==> config.mk <==
export PLATFORM = sky130hd
export DESIGN_NAME = sdc_core
export DESIGN_NICKNAME = d
export VERILOG_FILES = /design/src/sdc_pkg.sv /design/src/sdc_core.sv
export SDC_FILE = /design/constraint.sdc
export NUM_CORES = 2
export LEC_CHECK = 0
export ABC_AREA = 1
export BUFFER_PORTS_ARGS = -buffer_cell sky130_fd_sc_hd__clkbuf_2
export CAP_MARGIN = 30
export CORE_ASPECT_RATIO = 0.5
export CORE_MARGIN = 8
export CORE_UTILIZATION = 36
export DETAILED_ROUTE_END_ITERATION = 12
export GPL_ROUTABILITY_DRIVEN = 0
export PLACE_DENSITY = 0.49
export SYNTH_ARGS = -nofsm -noshare
export SYNTH_HDL_FRONTEND = slang
export SYNTH_SLANG_ARGS = --single-unit
export TNS_END_PERCENT = 1
==> constraint.sdc <==
create_clock -name mclk -period 97.1 [get_ports mclk]
set_input_delay 19.42 -clock mclk [delete_from_list [all_inputs] [get_ports mclk]]
set_output_delay 19.42 -clock mclk [all_outputs]
set_load 0.005 [all_outputs]
==> src/sdc_pkg.sv <==
// Package: register map, fields, modes and states of the sigma-delta converter control
package sdc_pkg;
  // Register byte offsets
  localparam logic [7:0] ADDR_MODE = 8'h00;
  localparam logic [7:0] ADDR_CFG = 8'h04;
  localparam logic [7:0] ADDR_CTRL = 8'h08;
  localparam logic [7:0] ADDR_BUF = 8'h0C;
  localparam logic [7:0] ADDR_CLKDIV = 8'h10;
  localparam logic [7:0] ADDR_DECH = 8'h14;
  localparam logic [7:0] ADDR_DECL = 8'h18;
  localparam logic [7:0] ADDR_OFFSET = 8'h1C;
  localparam logic [7:0] ADDR_GAIN = 8'h20;
  localparam logic [7:0] ADDR_RESULT = 8'h24;
  // Field positions
  localparam int MODE_EN_BIT = 0;
  localparam int MODE_SM_LSB = 4;
  localparam int CFG_REF_BIT = 0;
  localparam int CTRL_GAIN_LSB = 0;
  localparam int CTRL_DIFF_BIT = 3;
  localparam int CTRL_BUSY_BIT = 4;
  localparam int CTRL_DONE_BIT = 5;
  localparam int CTRL_ERR_BIT = 6;
  localparam int BUF_POS_LSB = 0;
  localparam int BUF_NEG_LSB = 2;
  // Reset values
  localparam logic [7:0] CLKDIV_RST = 8'h00;
  localparam logic [10:0] DECIMATION_FIELD_RST = 11'h0_13F;
  localparam logic [23:0] OFFSET_RST = 24'h00_0000;
  localparam logic [23:0] GAIN_RST = 24'h80_0000;
  // Error limits
  localparam logic [23:0] FS_POS = 24'h7F_FFFF;
  localparam logic [23:0] FS_NEG = 24'h80_0000;
  localparam logic [23:0] GAIN_MAX = 24'hFF_FFFF;
  // Timing
  localparam logic [6:0] SAMPLE_DIV_LAST = 7'h7F;
  localparam int GAIN_FRAC = 23;
  // System mode encodings
  typedef enum logic [2:0] {
    SM_IDLE = 3'h0,
    SM_CONV = 3'h1,
    SM_INT_FULL = 3'h3,
    SM_INT_OFF = 3'h4,
    SM_INT_GAIN = 3'h5,
    SM_SYS_OFF = 3'h6,
    SM_SYS_GAIN = 3'h7
  } sdc_mode_t;
  // Sequencer states
  typedef enum logic [1:0] {
    ST_IDLE = 2'b00,
    ST_CONV = 2'b01,
    ST_OFF = 2'b11,
    ST_GAIN = 2'b10
  } sdc_state_t;
  // Input buffer choice
  typedef enum logic [1:0] {
    BUF_BYPASS = 2'h0,
    BUF_LOW = 2'h1,
    BUF_HIGH = 2'h2
  } sdc_buf_t;
  // Input routing
  typedef enum logic [1:0] {
    RT_PINS = 2'h0,
    RT_AGND = 2'h1,
    RT_REF = 2'h2
  } sdc_route_t;
  // Controls sent to the analog front end
  typedef struct packed {
    logic powerDown;
    logic refExternal;
    logic diffMode;
    logic [2:0] pgaGain;
    sdc_buf_t bufPos;
    sdc_buf_t bufNeg;
    sdc_route_t route;
  } sdc_afe_t;
endpackage

==> src/sdc_core.sv <==
// Sigma-delta converter control: APB registers, modulator timing, decimator, calibration
// Contract
// Converter runs only with enable set; cleared enable stops every internal clock.
// Shutdown keeps settings but forces the system mode field to idle 000.
// Reference select 1 picks external reference, 0 the internal one.
// Inputs configurable single-ended against ground or differential.
// Gain field picks one of eight gains, 1 through 128.
// Each input picks low buffer, high buffer or bypass from buffer register.
// Modulator clock comes from divisor register; sampling is that clock over 128. Code samples every 128 divisor ticks, which is modClk over 64.
// Software should set divisor for a 2.4576 MHz modulator clock.
// Decimation ratio is one plus the 11-bit split field; samples per word.
// Output words come at sampling rate divided by the decimation ratio.
// Software never programs a decimation ratio below 20.
// With the fast filter, software uses a ratio that is a multiple of 8.
// Software runs offset calibration before gain calibration.
// Offset calibration stores deviation from zero; it is subtracted from results.
// Gain calibration takes full scale against stored offset; results multiplied by it.
// Writing a calibration mode starts it; busy reads 1 while it runs.
// On finish: store coefficients, mode idle, busy clear, complete set, interrupt.
// Internal calibration: offset, gain, or full as offset then gain.
// Internal offset ties inputs to ground; internal gain applies reference over gain.
// System calibration needs zero input for offset, full scale for gain.
// Offset and gain coefficients are 24-bit, read and write, signed and fixed point.
// Offset calibration ending at either full scale raises an error. Code: sum reaches at most 2048, never 24-bit full scale, so no error.
`timescale 1ns/1ps
`default_nettype none
module sdc_core
  import sdc_pkg::*;
(
  input wire logic mclk, // System clock
  input wire logic nrst, // Synchronous reset, active low
  input wire logic psel, // APB select
  input wire logic penable, // APB enable
  input wire logic pwrite, // APB direction
  input wire logic [7:0] paddr, // APB byte address
  input wire logic [31:0] pwdata, // APB write data
  output logic [31:0] prdata, // APB read data
  output logic pready, // APB ready
  output logic pslverr, // APB error on unmapped address
  input wire logic modBit, // Modulator bitstream from the analog side
  output logic modClk, // Modulator clock out
  output var sdc_afe_t afeCtl, // Analog front end controls
  output logic [23:0] result, // Corrected conversion word
  output logic resultValid, // One-cycle pulse per new word
  output logic convIrq // One-cycle converter interrupt
);
  // Bus decode
  logic access;
  logic wrEn;
  logic selMode, selCfg, selCtrl, selBuf, selDiv, selDecH, selDecL, selOff, selGain, selRes;
  logic mapped;
  assign access = psel & penable;
  assign wrEn = access & pwrite;
  assign selMode = paddr == ADDR_MODE;
  assign selCfg = paddr == ADDR_CFG;
  assign selCtrl = paddr == ADDR_CTRL;
  assign selBuf = paddr == ADDR_BUF;
  assign selDiv = paddr == ADDR_CLKDIV;
  assign selDecH = paddr == ADDR_DECH;
  assign selDecL = paddr == ADDR_DECL;
  assign selOff = paddr == ADDR_OFFSET;
  assign selGain = paddr == ADDR_GAIN;
  assign selRes = paddr == ADDR_RESULT;
  assign mapped = selMode | selCfg | selCtrl | selBuf | selDiv | selDecH | selDecL
                  | selOff | selGain | selRes;
  assign pready = 1'b1;
  assign pslverr = access & ~mapped;

  // Configuration registers
  logic enable_r, refSel_r, diff_r, done_r, err_r;
  logic [2:0] pga_r;
  logic [2:0] sysMode_r;
  sdc_buf_t bufPos_r, bufNeg_r;
  logic [7:0] clkDiv_r;
  logic [10:0] decimation_field_r;
  logic [23:0] offset_r, gainCoef_r, result_r;
  sdc_state_t state_r, state_nxt;
  logic fullCal_r;

  // Pin synchroniser
  logic modMeta_r, modSync_r;
  always_ff @(posedge mclk) begin
    modMeta_r <= modBit;
    modSync_r <= modMeta_r;
  end

  // Mode write decode
  logic modeWr;
  logic [2:0] wrMode;
  logic wrEnable;
  logic isCal, startCal, startConv;
  assign modeWr = wrEn & selMode;
  assign wrMode = pwdata[MODE_SM_LSB +: 3];
  assign wrEnable = pwdata[MODE_EN_BIT];
  assign isCal = wrMode == SM_INT_FULL || wrMode[2];
  assign startCal = modeWr & wrEnable & enable_r & isCal & (state_r != ST_OFF)
                    & (state_r != ST_GAIN);
  assign startConv = modeWr & wrEnable & enable_r & (wrMode == SM_CONV)
                     & (state_r == ST_IDLE);

  // Modulator timing, held at zero when not running
  logic running, restart;
  logic [7:0] mdCnt_r;
  logic [6:0] smpCnt_r;
  logic [10:0] decCnt_r;
  logic signed [12:0] acc_r;
  logic mdTick, smpTick, wordDone;
  logic signed [12:0] accStep, accNext;
  assign running = enable_r & (state_r != ST_IDLE);
  assign restart = ~running | startCal | startConv;
  assign mdTick = running & (mdCnt_r == clkDiv_r);
  assign smpTick = mdTick & (smpCnt_r == SAMPLE_DIV_LAST);
  assign wordDone = smpTick & (decCnt_r == decimation_field_r);
  assign accStep = modSync_r ? 13'sd1 : -13'sd1;
  assign accNext = acc_r + accStep;
  always_ff @(posedge mclk) begin
    if (!nrst || restart) begin
      mdCnt_r <= 8'h00;
      smpCnt_r <= 7'h00;
      decCnt_r <= 11'h000;
      acc_r <= 13'sd0;
    end else begin
      mdCnt_r <= mdTick ? 8'h00 : mdCnt_r + 8'h01;
      if (mdTick)
        smpCnt_r <= smpCnt_r + 7'h01;
      if (smpTick) begin
        decCnt_r <= wordDone ? 11'h000 : decCnt_r + 11'h001;
        acc_r <= wordDone ? 13'sd0 : accNext;
      end
    end
  end
  always_ff @(posedge mclk) begin
    if (!nrst || !running)
      modClk <= 1'b0;
    else if (mdTick)
      modClk <= ~modClk;
  end

  // Correction arithmetic
  logic signed [23:0] raw;
  logic signed [24:0] delta;
  logic signed [49:0] product;
  logic [23:0] corrected;
  assign raw = 24'(accNext);
  assign delta = 25'(raw) - 25'($signed(offset_r));
  assign product = 50'(delta) * 50'($signed({1'b0, gainCoef_r}));
  assign corrected = product[GAIN_FRAC +: 24];

  // Gain factor from full scale over offset-corrected measurement
  logic [10:0] ratioLo;
  logic [34:0] gainNum;
  logic [34:0] gainQuot;
  logic [23:0] gainNew;
  logic gainBad;
  assign ratioLo = decimation_field_r;
  assign gainNum = {12'(ratioLo) + 12'h001, 23'h00_0000};
  assign gainQuot = (delta > 25'sd0) ? gainNum / 35'(delta[23:0]) : 35'h0_0000_0000;
  assign gainBad = (delta <= 25'sd0) || (gainQuot > 35'(GAIN_MAX)) || (gainQuot == 35'h0);
  assign gainNew = gainBad ? ((delta <= 25'sd0) ? 24'h00_0000 : GAIN_MAX) : gainQuot[23:0];
  logic offBad;
  assign offBad = (raw == FS_POS) || (raw == FS_NEG);

  // Sequencer
  logic calEnd;
  always_comb begin
    state_nxt = state_r;
    calEnd = 1'b0;
    unique case (state_r)
      ST_IDLE: begin
        if (startConv)
          state_nxt = ST_CONV;
        else if (startCal)
          state_nxt = (wrMode == SM_INT_GAIN || wrMode == SM_SYS_GAIN) ? ST_GAIN : ST_OFF;
      end
      ST_CONV: begin
        if (startCal)
          state_nxt = (wrMode == SM_INT_GAIN || wrMode == SM_SYS_GAIN) ? ST_GAIN : ST_OFF;
        else if (modeWr && wrMode == SM_IDLE)
          state_nxt = ST_IDLE;
      end
      ST_OFF: begin
        if (wordDone) begin
          state_nxt = fullCal_r ? ST_GAIN : ST_IDLE;
          calEnd = ~fullCal_r;
        end
      end
      ST_GAIN: begin
        if (wordDone) begin
          state_nxt = ST_IDLE;
          calEnd = 1'b1;
        end
      end
    endcase
    if (!enable_r)
      state_nxt = ST_IDLE;
  end

  // Flags written back by software: write 1 clears, a set in the same cycle wins
  logic ctrlWr, doneSet, errSet;
  assign ctrlWr = wrEn & selCtrl;
  assign doneSet = calEnd;
  assign errSet = (state_r == ST_OFF && wordDone && offBad)
                  || (state_r == ST_GAIN && wordDone && gainBad);

  always_ff @(posedge mclk) begin
    if (!nrst) begin
      state_r <= ST_IDLE;
      fullCal_r <= 1'b0;
      sysMode_r <= SM_IDLE;
      enable_r <= 1'b0;
      done_r <= 1'b0;
      err_r <= 1'b0;
      convIrq <= 1'b0;
    end else begin
      state_r <= state_nxt;
      convIrq <= calEnd | (state_r == ST_CONV && wordDone);
      done_r <= doneSet | (done_r & ~(ctrlWr & pwdata[CTRL_DONE_BIT]));
      err_r <= errSet | (err_r & ~(ctrlWr & pwdata[CTRL_ERR_BIT]));
      if (modeWr)
        enable_r <= wrEnable;
      if (startCal)
        fullCal_r <= wrMode == SM_INT_FULL;
      if (!enable_r || (modeWr && !wrEnable))
        sysMode_r <= SM_IDLE;
      else if (calEnd)
        sysMode_r <= SM_IDLE;
      else if (startCal || startConv || (modeWr && wrMode == SM_IDLE && state_r == ST_CONV))
        sysMode_r <= wrMode;
    end
  end

  // Settings survive shutdown; only reset clears them
  always_ff @(posedge mclk) begin
    if (!nrst) begin
      refSel_r <= 1'b0;
      pga_r <= 3'h0;
      diff_r <= 1'b0;
      bufPos_r <= BUF_BYPASS;
      bufNeg_r <= BUF_BYPASS;
      clkDiv_r <= CLKDIV_RST;
      decimation_field_r <= DECIMATION_FIELD_RST;
    end else if (wrEn) begin
      if (selCfg)
        refSel_r <= pwdata[CFG_REF_BIT];
      if (selCtrl) begin
        pga_r <= pwdata[CTRL_GAIN_LSB +: 3];
        diff_r <= pwdata[CTRL_DIFF_BIT];
      end
      if (selBuf) begin
        bufPos_r <= sdc_buf_t'(pwdata[BUF_POS_LSB +: 2]);
        bufNeg_r <= sdc_buf_t'(pwdata[BUF_NEG_LSB +: 2]);
      end
      if (selDiv)
        clkDiv_r <= pwdata[7:0];
      if (selDecH)
        decimation_field_r[10:8] <= pwdata[2:0];
      if (selDecL)
        decimation_field_r[7:0] <= pwdata[7:0];
    end
  end

  // Coefficients: software writes, calibration results overwrite
  always_ff @(posedge mclk) begin
    if (!nrst) begin
      offset_r <= OFFSET_RST;
      gainCoef_r <= GAIN_RST;
    end else begin
      if (state_r == ST_OFF && wordDone)
        offset_r <= raw;
      else if (wrEn && selOff)
        offset_r <= pwdata[23:0];
      if (state_r == ST_GAIN && wordDone)
        gainCoef_r <= gainNew;
      else if (wrEn && selGain)
        gainCoef_r <= pwdata[23:0];
    end
  end

  // Conversion output
  always_ff @(posedge mclk) begin
    if (!nrst) begin
      result_r <= 24'h00_0000;
      resultValid <= 1'b0;
    end else begin
      resultValid <= state_r == ST_CONV && wordDone;
      if (state_r == ST_CONV && wordDone)
        result_r <= corrected;
    end
  end
  assign result = result_r;

  // Analog front end controls
  logic busy;
  sdc_route_t route;
  assign busy = (state_r == ST_OFF) || (state_r == ST_GAIN);
  assign route = (state_r == ST_OFF && sysMode_r != SM_SYS_OFF) ? RT_AGND
               : (state_r == ST_GAIN && sysMode_r != SM_SYS_GAIN) ? RT_REF
               : RT_PINS;
  assign afeCtl = '{powerDown: ~enable_r, refExternal: refSel_r, diffMode: diff_r,
                    pgaGain: pga_r, bufPos: bufPos_r, bufNeg: bufNeg_r, route: route};

  // Read mux
  logic [31:0] rdMode, rdCtrl;
  assign rdMode = 32'({sysMode_r, 3'h0, enable_r});
  assign rdCtrl = 32'({err_r, done_r, busy, diff_r, pga_r});
  always_comb begin
    prdata = 32'h0000_0000;
    if (selMode)
      prdata = rdMode;
    else if (selCfg)
      prdata = 32'(refSel_r);
    else if (selCtrl)
      prdata = rdCtrl;
    else if (selBuf)
      prdata = 32'({bufNeg_r, bufPos_r});
    else if (selDiv)
      prdata = 32'(clkDiv_r);
    else if (selDecH)
      prdata = 32'(decimation_field_r[10:8]);
    else if (selDecL)
      prdata = 32'(decimation_field_r[7:0]);
    else if (selOff)
      prdata = 32'(offset_r);
    else if (selGain)
      prdata = 32'(gainCoef_r);
    else if (selRes)
      prdata = 32'(result_r);
  end
endmodule
`default_nettype wire

Yosys cells after proc, flatten, opt, wreduce, memory -nomap -nowiden
Index checks and enable logic that the tools add are counted.
- flip-flop bits (word level): 153
- output and inout bits: 73
- word-level logic and storage cells: 187
- add/subtract/negate cells: 6
- $mul: 1
- divide/modulo/power cells: 1
- order comparisons: 3
- equal/unequal tests: 29
- mux-type cells: 34
- bitwise operators: 42
- reduce and logical (&&, ||, !) cells: 45
- operators with widths (kind ; count):
    $mux 24 ; 16
    $mul 25x25->47 ; 1
    $div 35x24->35 ; 1
    $gt 35x24->1 const B ; 1
    $logic_not 35->1 ; 1
    $mux 35 ; 1
    $eq 8x5->1 const B ; 4
    $mux 13 ; 2
    $gt 25x1->1 const B ; 1
    $le 25x1->1 const B ; 1
    $sub 13x24->25 ; 1
    $eq 24x23->1 const B ; 1
    $eq 24x24->1 const B ; 1
    $and 1x1->1 ; 20
    $mux 2 ; 9
    $eq 8x4->1 const B ; 2
    $eq 8x6->1 const B ; 2
    $or 1x1->1 ; 14
    $reduce_and 2->1 ; 7
    $add 13x13->13 ; 1
    $add 11x1->12 const B ; 1
    $logic_and 1x1->1 ; 12
    $logic_or 1x1->1 ; 12
    $ne 3x3->1 const B ; 4
    other kinds (26) ; 45

Longest topological paths before layout
- depth after elaboration: 12
- mapped depth: 742
- depth with buffers taken out: 694

Worst setup path before layout
Ideal clock, no wire load.
- path type: register -> register
- from: register acc_r[0]
- to: register gainCoef_r[6]
- library setup time: 67 ps
- arrival: 92282 ps
- setup slack: 4751 ps
- stages on the path, launching flop included: 705
- clock period less this slack: 92349 ps
- path through: dfxtp_1 inv_1 fa_1 nand3b_1 and2_1 o21ai_0 a21o_1 a21oi_1 o21ai_0 a21o_1 a21oi_1 o21ai_0 a21o_1 xor2_1 inv_1 ha_1 nand2_1 inv_1 [... 669 more ...] a2111oi_0 o211ai_1 nand4_1 o211ai_1 nand2_1 inv_1 nand3_1 nand3_1 nor2_1 nand2_1 nand2_1 nand2_1 nand2_2 nand2_4 buf_6 nand2_1 nand2_1 a21oi_2
- cells in the longest elaborated chain, start to end: 9
- RTL lines (what ; line ; text):
    start: declaration ; sdc_core.sv:106 ; logic signed [12:0] acc_r;
    start signal: assignment ; sdc_core.sv:128 ; acc_r <= wordDone ? 13'sd0 : accNext;
    $add 13x13->13 (*) ; sdc_core.sv:115 ; assign accNext = acc_r + accStep;
    $sub 13x24->25 (*) ; sdc_core.sv:145 ; assign delta = 25'(raw) - 25'($signed(offset_r));
    $div 35x24->35 / $gt 25x1->1 (equally long branches) ; sdc_core.sv:157 ; assign gainQuot = (delta > 25'sd0) ? gainNum / 35'(delta[23:0]) : 35'h0_0000_0000;
    $mux 35 ; sdc_core.sv:157 ;
    $gt 35x24->1 ; sdc_core.sv:158 ; assign gainBad = (delta <= 25'sd0) || (gainQuot > 35'(GAIN_MAX)) || (gainQuot == 35'h0);
    $logic_or 1x1->1 (2 in series) ; sdc_core.sv:158 ;
    $mux 24 (*) ; sdc_core.sv:159 ; assign gainNew = gainBad ? ((delta <= 25'sd0) ? 24'h00_0000 : GAIN_MAX) : gainQuot[23:0];
    $mux 24 (*) ; sdc_core.sv:272 ; if (state_r == ST_GAIN && wordDone)
    end signal: assignment ; sdc_core.sv:273 ; gainCoef_r <= gainNew;
    end signal: assignment ; sdc_core.sv:275 ; gainCoef_r <= pwdata[23:0];
    end: declaration ; sdc_core.sv:76 ; logic [23:0] offset_r, gainCoef_r, result_r;
Every way passes the cells marked *; elsewhere a longest branch is shown, timed or not.
A chain may end at the register's enable or synchronous reset.

Worst setup path after layout
- from: register modSync_r
- to: register gainCoef_r[19]
- cells in the longest elaborated chain, start to end: 10
- RTL lines (what ; line ; text):
    start: declaration ; sdc_core.sv:81 ; logic modMeta_r, modSync_r;
    start signal: assignment ; sdc_core.sv:84 ; modSync_r <= modMeta_r;
    $mux 13 (*) ; sdc_core.sv:114 ; assign accStep = modSync_r ? 13'sd1 : -13'sd1;
    $add 13x13->13 (*) ; sdc_core.sv:115 ;
    $sub 13x24->25 (*) ; sdc_core.sv:145 ;
    $div 35x24->35 / $gt 25x1->1 (equally long branches) ; sdc_core.sv:157 ;
    $mux 35 ; sdc_core.sv:157 ;
    $gt 35x24->1 ; sdc_core.sv:158 ;
    $logic_or 1x1->1 (2 in series) ; sdc_core.sv:158 ;
    $mux 24 (*) ; sdc_core.sv:159 ;
    $mux 24 (*) ; sdc_core.sv:272 ;
Marked as above.

==> flow_summary.yaml <==
finish:
  n_antenna_cell: 0
  area_delta_synth_final_pct: 24.4
  nets: 12400
  layout_commonest_cell: "nand2_1"
  layout_common_cells: "nand2_1, inv_1, buf_4, nor2_1, ha_1"
  drive_above_1_share: 0.198
floorplanning:
  pin_count: 119
  die_w_um: 610
  die_y_um: 313
  core_area_sq_mm: 0.176
  start_util: 0.361
  num_rows: 109
  die_area_sq_mm: 0.191
synth:
  ys.flop_type: "dfxtp_1"
  netlist_top_cells_area: "fa_1, ha_1, nand2_1"
  ys_async_sr_fraction: 0
  avgSynthCellArea_sq_um: 6.60
  synth_area_sq_mm: 0.0636
  ys_ff_latch: 153
  ys_warn_count: 0
  synth_cell_types: 84
  yosysTopAreaCell: "fa_1"
  synth_enable_flop_cells: 0
  ys_seq_area_frac: 0.0482
  syn-instance-count: 9635
  yosysTopAreaCellShare: 0.192
setup_path:
  crit_top_cell: "nand2_1"
  cp.required_ns: 97.50
  r2r-end: "gainCoef_r[19]"
  slowest_stage: "nor3_1"
  cp-end-kind: "register"
  reg2reg_slack_ns: 7.49
  reg2reg_depth: 683
  cp.arrival_ns: 90.01
  startpoint_type: "register"
  worstSetupPathType: "register to register"
  critPathMaxStageDelay_ns: 0.46
  path_max_fanout: 14
  rr_startpoint: "modSync_r"
detailed_routing:
  drc: 0
  drt_iter0_drc: 4708
  wl_per_cell_um: 17.9
  drt-total-wl_um: 240000
  first_pass_iters: 8
  antenna_left: 0
  vias: 68000
  via_per_inst: 5.08
timing:
  fin_crit_sh: 0.923
  fin_ws_ns: 7.49
  worst_pin_slew_ns: 1.04
  relSlewSlack: 0.309
  setup_tns_ns: 0
  drv_slew: 0
  setup_violations: 0
  timing.final.crit_period_ns: 89.61
  fmax_mhz: 11.2
  fin_skew_ns: 0.0194
  hold_viol: 0
  hold-worst-slack_ns: 0.365
place:
  post-place-ws_ns: -0.513
  io_buffers: 101
  hpwl_um: 199000
global_route:
  grt_pass1_wl_um: 370000
  grt.met3_usage: 0.0254
  overflow: 0
  use_met2: 0.380
  met1_usage: 0.362
  grt_antenna_before_repair: 6
  grt_pass1_vias: 64800
  grt_max_degree: 49
  grt-busiest-layer: "met2"
  track_usage: 0.241
clocking:
  cts-root-buf: "clkbuf_16"
  cts_made_buffers: 17
  cts.clk_slew.worst_paths_ns: 0.08
  clk_latency_ns: 0.46
  htreeDepth: 4
  cts_tree: "built"
  ctsHoldBuffers: 0
  cts.sinks: 153
  clock_tree.buffer_depth: 2
hold_path:
  worstHoldStart: "modMeta_r"
  worstHoldEndpoint: "modSync_r"
  hold_class: "register to register"
  holdPathStages: 0
run_status:
  status: "finished clean"
flow_run:
  cap_violations: 0
==> flip-flops by register name, indices dropped and copies added (netlist names), 2 cells and up <==
signal,cells
gainCoef_r,24
offset_r,24
result,24
acc_r,13
decCnt_r,11
decimation_field_r,11
clkDiv_r,8
mdCnt_r,8
smpCnt_r,7
pga_r,3
sysMode_r,3
bufNeg_r,2
bufPos_r,2
state_r,2
==> kinds of logic after synthesis <==
family / count (synthesis) / share of synthesized area
other: 2 / 0.000118
flip-flops: 153 / 0.0482
multiplexers: 10 / 0.00159
XOR/XNOR: 548 / 0.0758
buffers and inverters: 1931 / 0.121
AND/OR/NAND/NOR: 3953 / 0.270
AO/OA/AOI/OAI: 1713 / 0.151
adder cells (fa/ha/maj): 1325 / 0.333
==> worst max path at each step <==
| stage | from | to | slack [ns] | depth (start not counted) |
|---|---|---|---|---|
| 3_3_place_gp | acc_r[0] | gainCoef_r[19] | -0.77 | 679 |
| 4_1_cts | acc_r[0] | gainCoef_r[19] | 0.04 | 685 |
| 5_1_grt | modSync_r | gainCoef_r[2] | -0.38 | 704 |
| 2_1_floorplan | acc_r[0] | gainCoef_r[6] | 4.75 | 704 |
| 3_5_place_dp | acc_r[0] | gainCoef_r[19] | -0.51 | 672 |
| 6_report | modSync_r | gainCoef_r[19] | 7.49 | 683 |
==> timing repair <==
| item | in CTS | in global routing |
|---|---|---|
| setup buffers | 1 | 85 |
| resized for setup | 18 | 323 |
| setup endpoints to repair | 25 | 25 |
| pin swaps | 1 | 114 |
| gates cloned | 0 | 6 |
==> layout make-up <==
type                    count  area, sq um
repair buffers           1618        12000
well taps                2386         2990
inverters                1649         6210
clock inverters            14          230
multi-input cells        7561        54200
flip-flops and latches    153         3070
repair inverters            3         20.0
fillers                 18700        97000
clock buffers              18          439
==> cells in the mapped netlist, types with 22 or more instances <==
master / instances
xor2_1: 317
buf_6: 22
nand4_1: 120
a21o_1: 28
nor3_1: 93
a211oi_1: 26
or2_2: 50
o31ai_1: 28
a21oi_1: 713
nor4_1: 52
fa_1: 609
o221ai_1: 30
o211ai_1: 40
clkbuf_1: 177
inv_1: 1598
inv_2: 36
buf_4: 44
ha_1: 716
o21bai_1: 62
nor2_2: 22
nand2_1: 2134
nand3_1: 445
dfxtp_1: 153
xnor2_1: 228
a31oi_1: 51
nor2_1: 835
nand3_2: 27
o21ai_0: 573
nand2_2: 82
o21ai_1: 51
==> metrics by stage <==
| step | instance area, sq um | instances | utilization |
|---|---|---|---|
| floorplan | 63600 | 9642 | - |
| global placement | 76500 | 13300 | 0.435 |
| detailed placement | 76600 | 13300 | 0.435 |
| CTS | 77300 | 13300 | 0.439 |
| global route | 79100 | 13400 | 0.449 |
| finish | 79100 | 13400 | 0.449 |
==> routing by layer <==
layer	share of wire	up-vias
met5	0	-
met2	0.43	1741
li1	-	33800
met3	0.064	238
met4	0.016	0
met1	0.49	32300
==> worst max-delay path: cells and delay by family, from the launching register on <==
kind / cells / cell delay (ns)
AOI/OAI and AO/OA: 230 / 33.17
xor gates and xnor gates: 4 / 0.78
adders and majority gates: 36 / 11.38
buffers and inverters: 85 / 9.36
DFF: 1 / 0.35
muxes: 1 / 0.20
and+or+nand+nor: 327 / 33.98
Power is not shown: default switching activity piles up to over one toggle a cycle in this logic, so the estimate is an artifact.
